### config.mk
export PLATFORM = sky130hd
export DESIGN_NAME = iow_host_flat
export DESIGN_NICKNAME = d
export VERILOG_FILES = /design/src/hw/iow_pkg.sv /design/src/hw/iow_if.sv /design/src/hw/iow_host.sv /design/src/flat_wrapper.sv
export SDC_FILE = /design/constraint.sdc
export NUM_CORES = 1
export LEC_CHECK = 0
export BUFFER_PORTS_ARGS = -buffer_cell sky130_fd_sc_hd__buf_2
export CAP_MARGIN = 20
export CORE_MARGIN = 10
export CORE_UTILIZATION = 48
export DETAILED_ROUTE_END_ITERATION = 8
export PLACE_DENSITY_LB_ADDON = 0.08
export SETUP_SLACK_MARGIN = 0.02
export SLEW_MARGIN = 20
export SYNTH_ARGS = -nofsm -noshare
export SYNTH_HDL_FRONTEND = slang
export SYNTH_SLANG_ARGS = --single-unit
export TNS_END_PERCENT = 20
### constraint.sdc
create_clock -name clk_i -period 1.6 [get_ports clk_i]
set_clock_uncertainty 0.05 [all_clocks]
set_input_delay 0.32 -clock clk_i [delete_from_list [all_inputs] [get_ports clk_i]]
set_output_delay 0.32 -clock clk_i [all_outputs]
set_load 0.02 [all_outputs]
### src/hw/iow_pkg.sv
// iow_pkg: constants shared by both ends of the i/o port watchdog
package iow_pkg;
    // ==================================================================
    // port map
    localparam logic [15:0] WDT_PORT_ADDR = 16'h0443;
    localparam logic [7:0]  IVL_MIN       = 8'h01;
    localparam logic [7:0]  IVL_MAX       = 8'h3f;
    localparam int          IVL_W         = 6;
    // ==================================================================
    // timing
    localparam int          CLK_HZ        = 40_000_000;
    localparam int          TICK_SEC      = 1;
    localparam int          TICK_CYCLES   = CLK_HZ * TICK_SEC;
    // ==================================================================
    // controller registers (word index on the software port)
    localparam logic [3:0]  CR_CTRL       = 4'h0;
    localparam logic [3:0]  CR_IVL        = 4'h1;
    localparam logic [3:0]  CR_STAT       = 4'h2;
    localparam logic [3:0]  CR_IRQ_STAT   = 4'h3;
    localparam logic [3:0]  CR_IRQ_CLR    = 4'h4;
    localparam logic [3:0]  CR_IRQ_EN     = 4'h5;
    localparam logic [3:0]  CR_RDATA      = 4'h6;
    // ctrl bits
    localparam int          CTRL_GO_WR    = 0;
    localparam int          CTRL_GO_RD    = 1;
    localparam int          CTRL_MODE_IRQ = 2;
    // irq status bits
    localparam int          IRQ_DONE      = 0;
    localparam int          IRQ_EXPIRE    = 1;
    localparam int          IRQ_W         = 2;
    localparam logic [7:0]  CTRL_RESET    = 8'h00;
endpackage

### src/hw/iow_if.sv
// iow_if: i/o port cycle between host and watchdog
`timescale 1ns/1ps
`default_nettype none
interface iow_if;
    logic        io_wr;
    logic        io_rd;
    logic [15:0] io_addr;
    logic [7:0]  io_wdata;
    logic [7:0]  io_rdata;
    logic        wdt_reset;
    logic        wdt_irq;
    modport host (output io_wr, io_rd, io_addr, io_wdata,
                  input io_rdata, wdt_reset, wdt_irq);
    modport dev  (input io_wr, io_rd, io_addr, io_wdata,
                  output io_rdata, wdt_reset, wdt_irq);
endinterface
`default_nettype wire

### src/hw/iow_host.sv
// iow_host: host end, drives port cycles from software registers
`timescale 1ns/1ps
`default_nettype none
module iow_host (
    // clock and reset
    input  wire logic       clk_i,
    input  wire logic       rstn_i,
    // software port
    input  wire logic [3:0] sw_addr_i,
    input  wire logic [7:0] sw_wdata_i,
    input  wire logic       sw_wr_i,
    input  wire logic       sw_rd_i,
    output logic      [7:0] sw_rdata_o,
    output logic            irq_o,
    // i/o port
    iow_if.host             io
);
    import iow_pkg::*;

    logic [7:0]       ivl;
    logic             mode_irq;
    logic             wr_q;
    logic             rd_q;
    logic             armed;
    logic [7:0]       last_rd;
    logic             rd_pend;
    logic [IRQ_W-1:0] irq_stat;
    logic [IRQ_W-1:0] irq_en;
    logic [IRQ_W-1:0] ev;
    logic             go_wr;
    logic             go_rd;

    assign go_wr = sw_wr_i && sw_addr_i == CR_CTRL && sw_wdata_i[CTRL_GO_WR];
    assign go_rd = sw_wr_i && sw_addr_i == CR_CTRL && sw_wdata_i[CTRL_GO_RD];

    // ==================================================================
    // configuration
    always_ff @(posedge clk_i or negedge rstn_i) begin
        if (!rstn_i) begin
            ivl      <= IVL_MIN;
            mode_irq <= 1'b0;
            irq_en   <= '0;
        end else if (sw_wr_i) begin
            if (sw_addr_i == CR_IVL) begin
                // out of range codes are clamped to keep within 01..3f
                if (sw_wdata_i < IVL_MIN) begin
                    ivl <= IVL_MIN;
                end else if (sw_wdata_i > IVL_MAX) begin
                    ivl <= IVL_MAX;
                end else begin
                    ivl <= sw_wdata_i;
                end
            end else if (sw_addr_i == CR_CTRL) begin
                mode_irq <= sw_wdata_i[CTRL_MODE_IRQ];
            end else if (sw_addr_i == CR_IRQ_EN) begin
                irq_en <= sw_wdata_i[IRQ_W-1:0];
            end
        end
    end

    // ==================================================================
    // port cycles: one cycle strobes, write wins if both requested
    always_ff @(posedge clk_i or negedge rstn_i) begin
        if (!rstn_i) begin
            wr_q    <= 1'b0;
            rd_q    <= 1'b0;
            rd_pend <= 1'b0;
            armed   <= 1'b0;
            last_rd <= 8'h00;
        end else begin
            wr_q    <= go_wr;
            rd_q    <= go_rd && !go_wr;
            rd_pend <= rd_q;
            if (go_wr) begin
                armed <= 1'b1;
            end else if (go_rd) begin
                armed <= 1'b0;
            end
            if (rd_pend) begin
                last_rd <= io.io_rdata;
            end
        end
    end

    assign io.io_wr    = wr_q;
    assign io.io_rd    = rd_q;
    assign io.io_addr  = WDT_PORT_ADDR;
    assign io.io_wdata = ivl;

    // ==================================================================
    // interrupts: set wins over clear
    assign ev[IRQ_DONE]   = rd_pend;
    assign ev[IRQ_EXPIRE] = io.wdt_irq || io.wdt_reset;
    always_ff @(posedge clk_i or negedge rstn_i) begin
        if (!rstn_i) begin
            irq_stat <= '0;
        end else begin
            irq_stat <= ((sw_wr_i && sw_addr_i == CR_IRQ_CLR) ?
                         (irq_stat & ~sw_wdata_i[IRQ_W-1:0]) : irq_stat) | ev;
        end
    end
    assign irq_o = |(irq_stat & irq_en);

    // ==================================================================
    // software read data, one cycle after strobe
    always_ff @(posedge clk_i or negedge rstn_i) begin
        if (!rstn_i) begin
            sw_rdata_o <= 8'h00;
        end else if (sw_rd_i) begin
            if (sw_addr_i == CR_CTRL) begin
                sw_rdata_o <= {5'b0_0000, mode_irq, 2'b00};
            end else if (sw_addr_i == CR_IVL) begin
                sw_rdata_o <= ivl;
            end else if (sw_addr_i == CR_STAT) begin
                sw_rdata_o <= {5'b0_0000, io.wdt_irq, io.wdt_reset, armed};
            end else if (sw_addr_i == CR_IRQ_STAT) begin
                sw_rdata_o <= {6'b00_0000, irq_stat};
            end else if (sw_addr_i == CR_IRQ_EN) begin
                sw_rdata_o <= {6'b00_0000, irq_en};
            end else if (sw_addr_i == CR_RDATA) begin
                sw_rdata_o <= last_rd;
            end else begin
                sw_rdata_o <= 8'h00;
            end
        end else begin
            sw_rdata_o <= 8'h00;
        end
    end
endmodule
`default_nettype wire

### src/flat_wrapper.sv
// flat-port wrapper written by rule: the top's interface ports become plain ports
module iow_host_flat import iow_pkg::*;
  (clk_i, rstn_i, sw_addr_i, sw_wdata_i, sw_wr_i, sw_rd_i, sw_rdata_o, irq_o, io_io_wr, io_io_rd, io_io_addr, io_io_wdata, io_io_rdata, io_wdt_reset, io_wdt_irq);
  iow_if io_i ();
  input  wire logic clk_i;
  input  wire logic rstn_i;
  input  wire logic [3:0] sw_addr_i;
  input  wire logic [7:0] sw_wdata_i;
  input  wire logic sw_wr_i;
  input  wire logic sw_rd_i;
  output logic      [7:0] sw_rdata_o;
  output logic irq_o;
  output wire logic [$bits(io_i.io_wr)-1:0] io_io_wr;
  output wire logic [$bits(io_i.io_rd)-1:0] io_io_rd;
  output wire logic [$bits(io_i.io_addr)-1:0] io_io_addr;
  output wire logic [$bits(io_i.io_wdata)-1:0] io_io_wdata;
  input wire logic [$bits(io_i.io_rdata)-1:0] io_io_rdata;
  input wire logic [$bits(io_i.wdt_reset)-1:0] io_wdt_reset;
  input wire logic [$bits(io_i.wdt_irq)-1:0] io_wdt_irq;
  assign io_io_wr = io_i.io_wr;
  assign io_io_rd = io_i.io_rd;
  assign io_io_addr = io_i.io_addr;
  assign io_io_wdata = io_i.io_wdata;
  assign io_i.io_rdata = io_io_rdata;
  assign io_i.wdt_reset = io_wdt_reset;
  assign io_i.wdt_irq = io_wdt_irq;
  iow_host u_core (.clk_i(clk_i), .rstn_i(rstn_i), .sw_addr_i(sw_addr_i), .sw_wdata_i(sw_wdata_i), .sw_wr_i(sw_wr_i), .sw_rd_i(sw_rd_i), .sw_rdata_o(sw_rdata_o), .irq_o(irq_o), .io(io_i));
endmodule
After elaboration in Yosys (flattened, before gate mapping)
Cells that the tools add are included.

cells by class
  $lt $le $gt $ge = 2
  eq/ne operators = 6
  multiplexer cells = 12
  bitwise logic cells = 6
  reduce and logical (&&, ||, !) cells = 13

operators with widths
  operator                                                                          count
  8-bit two-way mux                                                                 9
  4-bit by 3-bit == test with 1-bit output (second input constant)                  3
  4-bit by 2-bit == test with 1-bit output (second input constant)                  2
  8-bit by 6-bit greater-than comparator with 1-bit output (second input constant)  1
  8-bit by 1-bit less-than comparator with 1-bit output (second input constant)     1
  1-bit logical AND                                                                 5
  2-bit AND                                                                         2
  4-bit by 1-bit == test with 1-bit output (second input constant)                  1
  4-bit logical NOT                                                                 1
  4-bit AND reduction                                                               1
  3-bit AND reduction                                                               1
  1-bit two-way mux                                                                 2
  2-bit two-way mux                                                                 1
  1-bit NOT                                                                         2
  2-bit NOT                                                                         1
  2-bit OR                                                                          1
  2-bit AND reduction                                                               1
  2-bit nonzero test                                                                1
  2-bit OR reduction                                                                1
  1-bit logical NOT                                                                 1
  1-bit logical OR                                                                  1

word-level totals
  register bits after elaboration = 33
  bits of input ports = 26
  word-level logic and storage cells = 49

Logic depth before layout (Yosys ltp)
  word-level depth = 8
  depth in mapped cells = 5
  mapped depth without buffers = 4

Worst setup path after synthesis
Ideal clock, no wire load.

  path kind = in2reg
  start point = input port sw_addr_i[1]
  end point = register u_core.sw_rdata_o[0]
  setup time = 87 ps
  arrival time = 1141 ps
  slack = 322 ps
  cell stages on the path = 4
  buffers on the path = 0
  cells stage by stage = and2b_2 -> nand3_1 -> a311o_1 -> a211oi_2

between the ends
  word-level cells in the longest chain between the ends = 8
  elaborated cells on any way between the ends = 13

ends and longest elaborated chain
  item                                      line               RTL
  start, declared                           flat_wrapper.sv:7  input wire logic [3:0] sw_addr_i;
  4-bit by 3-bit == test with 1-bit output  iow_host.sv:120    end else if (sw_addr_i == CR_RDATA) begin
  8-bit two-way mux                         iow_host.sv:120
  8-bit two-way mux                         iow_host.sv:118    end else if (sw_addr_i == CR_IRQ_EN) begin
  8-bit two-way mux                         iow_host.sv:116    end else if (sw_addr_i == CR_IRQ_STAT) begin
  8-bit two-way mux                         iow_host.sv:114    end else if (sw_addr_i == CR_STAT) begin
  8-bit two-way mux                         iow_host.sv:112    end else if (sw_addr_i == CR_IVL) begin
  8-bit two-way mux *                       iow_host.sv:110    if (sw_addr_i == CR_CTRL) begin
  8-bit two-way mux *                       iow_host.sv:109    end else if (sw_rd_i) begin
  end signal, assigned                      iow_host.sv:111    sw_rdata_o <= {5'b0_0000, mode_irq, 2'b00};
  end signal, assigned                      iow_host.sv:113    sw_rdata_o <= ivl;
  end signal, assigned                      iow_host.sv:115    sw_rdata_o <= {5'b0_0000, io.wdt_irq, io.wdt_reset, armed};
  end, declared                             iow_host.sv:13     output logic [7:0] sw_rdata_o,

Every way passes the cells marked *; elsewhere a longest branch is shown, timed or not.
A chain may end at the register's enable or synchronous reset.

Worst setup path after layout
  start point = register u_core.irq_en[1]
  end point = output port irq_o

between the ends
  word-level cells in the longest chain between the ends = 2

ends and longest elaborated chain
  item                    line                RTL
  start, declared         iow_host.sv:28      logic [IRQ_W-1:0] irq_en;
  start signal, assigned  iow_host.sv:56      irq_en <= sw_wdata_i[IRQ_W-1:0];
  2-bit AND               iow_host.sv:102     assign irq_o = |(irq_stat & irq_en);
  2-bit OR reduction      iow_host.sv:102
  end, declared           flat_wrapper.sv:12  output logic irq_o;

No other way between the ends.

==> flow_summary.yaml <==
layout:
  area_growth_pct: 20.6
  fin_area_sq_mm: 0.00187
  drive_above_1_share: 0.367
  nNetsFinal: 221
  diodes: 0
  num-fill-cells: 278
cts:
  cts_tree: "yes"
  cts_sinks: 33
  cts_root_buf: "clkbuf_4"
  clkSlewWorstSetupHoldPaths_ps: 100
  cts_buffers: 5
  clk_path_buf_depth: 2
  clk_latency_ps: 340
  cts_max_level: 2
floorplan:
  coreArea_sq_mm: 0.00308
  ioPinCount: 61
  die_h_um: 76.9
  die_area_sq_mm: 0.00591
  rows: 20
  die_w_um: 76.9
  start_util: 0.504
sta:
  setup_tns_ps: 0
  fmax_ghz: 0.671
  setup_violations: 0
  hold-worst-slack_ps: 141
  fin_crit_sh: 0.932
  rsz0062_at_grt: "no"
  finalMaxSlewViolations: 0
  finalHoldViolCount: 0
  period_minus_slack_ps: 1490
synthesis:
  yosys-top-cells-area: "dfrtp_1, mux2_2, buf_4"
  synthDistinctLibCells: 36
  yosysTopAreaCell: "dfrtp_1"
  syn-cell-area_sq_mm: 0.00155
  yosys.area.top_type_share: 0.516
  synth_seq_cells: 33
  synth.avg_cell_area_sq_um: 10.8
  ys.flop_type: "dfrtp_1"
  yosys_warnings: 0
  syn_inst: 143
  async_flop_share: 1.00
  yosysSeqAreaShare: 0.533
  synth_edf_count: 0
worst_setup_path:
  end_kind: "output port"
  worstPathMaxFanout: 3
  worst_setup_path_start_kind: "flip-flop"
  critical_path_class: "flip-flop to output port"
  crit_arrival_ps: 1120
  worst_ep_required_time_ps: 1230
detailed_routing:
  viasPerCell: 4.96
  routed_wl_mm: 3.71
  post-route-drc-count: 0
  dr.pass1.iters: 4
  wire_per_inst_um: 15.5
  vias: 1190
  drtAntennaViolNets: 0
  first_iter_violations: 84
placement:
  gp_congestion: 0.855
  numPortBuffers: 44
  post-dp-hpwl_mm: 2.94
  placed_cell_area_sq_mm: 0.00181
power_and_ir_drop:
  pwr-share-seq: 0.546
  switchingPower_mw: 0.569
  p_comb_frac: 0.206
  p_int_mw: 1.25
  power_switching_share: 0.313
  p_per_area_mw_per_mm2: 970
  pwr-share-clk: 0.248
  power_mw: 1.81
  ir_worst_vdd_v: 0.000479
  p_leak_nw: 0.969
outcome:
  status: "finished clean"
global_routing:
  grt_remaining_overflow: 0
  grt_pass1_wl_mm: 6.02
  grt_pass1_vias: 1270
  antenna_found_initial: 0
  grt_usage: 0.126
  grt_max_degree: 18
min_path:
  min_path_type: "input port to flip-flop"
flow_run:
  cap_violations: 0
==> flip-flops by register name, summed over array words and instances (netlist names) <==
register / flops
u_core.armed: 1
u_core.io.io_rd: 1
u_core.io.io_wdata: 8
u_core.io.io_wr: 1
u_core.irq_en: 2
u_core.irq_stat: 2
u_core.last_rd: 8
u_core.mode_irq: 1
u_core.rd_pend: 1
u_core.sw_rdata_o: 8
==> placed cells by master, fill, tap and decap left out, types with 2 or more instances in the layout <==
master     n
nor2_1    16
nand3_1    3
nand2_1    8
clkinv_2   2
conb_1    16
and3_1     2
and4b_1    2
clkbuf_4   5
nor4_1     2
buf_2     44
nor2b_1    4
a21oi_1    8
dfrtp_1   32
mux2_2    12
nor3_1     4
a21o_1     3
buf_12     2
and2_1     2
inv_1      2
buf_4      3
a22oi_1    5
==> critical path: stages (launching register included) <==
cell and delay [ps]:
dfrtp_1 400, a22o_1 230, buf_2 150
==> synth_stat cells, types with 2 or more instances <==
master,number
a21oi_1,8
nand2_1,8
nor3_1,4
nor2b_1,4
a21o_1,3
nor2_1,16
buf_4,17
mux2_2,12
and4b_1,2
nor4_1,2
and2_1,2
dfrtp_1,32
inv_1,2
and3_1,2
nand3_1,3
conb_1,2
a22oi_1,5
==> what timing repair did <==
action | 4_1_cts | 5_1_grt
buffers inserted | 0 | 0
hold buffers | 1 | 0
gates resized for setup | 0 | 0
endpoints found under the hold margin | 15 | 0
==> through the flow <==
step / std cells / util / setup WS, ps
2_1_floorplan: 157 / - / 322
4_1_cts: 240 / 0.608 / 85.8
5_1_grt: 240 / 0.608 / 52.0
3_3_place_gp: 231 / 0.587 / 144
3_5_place_dp: 231 / 0.587 / 123
6_report: 240 / 0.608 / 110
==> power by group through the flow <==
stage	logic, mW	registers (mW)	clock network, mW
6_report	0.374	0.991	0.450
5_1_grt	0.411	1.01	0.504
4_1_cts	0.376	0.994	0.473
3_5_place_dp	0.371	1.01	0
3_3_place_gp	0.366	1.01	0
2_1_floorplan	0.207	1.04	0
==> worst paths after layout <==
| check | start | endpoint | slack (ps) | cells past startpoint |
|---|---|---|---|---|
| worst max register to register | u_core.rd_pend$_DFF_PN0_ | u_core.last_rd[3]$_DFFE_PN0P_ | 450 | 1 |
| min in group asynchronous | rstn_i | u_core.last_rd[7]$_DFFE_PN0P_ | 390 | 2 |
| max in group asynchronous | rstn_i | u_core.irq_en[1]$_DFFE_PN0P_ | 690 | 3 |
| worst min-delay path | io_wdt_reset | u_core.irq_stat[1]$_DFF_PN0_ | 140 | 2 |
| worst max-delay path | u_core.irq_en[1]$_DFFE_PN0P_ | irq_o | 110 | 2 |
| worst min register to register | u_core.io.io_rd$_DFF_PN0_ | u_core.rd_pend$_DFF_PN0_ | 340 | 0 |
==> cell type report <==
type,count,area (sq um),area share
well taps,44,55.1,0.0294
repair buffers,50,293,0.157
inverters,2,7.51,0.00401
flip-flops and latches,33,827,0.442
multi-input cells,103,633,0.338
clock buffers,5,37.5,0.0201
clock inverters,3,17.5,0.00936
==> metal layers <==
layer | part of all wire | global-route usage | vias up
met3 | 0.095 | 0.0676 | 5
met1 | 0.43 | 0.142 | 558
met4 | 0.012 | 0.0446 | 0
li1 | - | - | 575
met5 | 0 | 0 | -
met2 | 0.47 | 0.197 | 52
==> kinds of logic after synthesis <==
logic type	share of synthesized area
flops	0.533
mux	0.0871
simple gates	0.169
compound gates	0.113
other cells	0.00484
buf+inv	0.0927
Note: power is estimated with default switching activity, not from simulation.
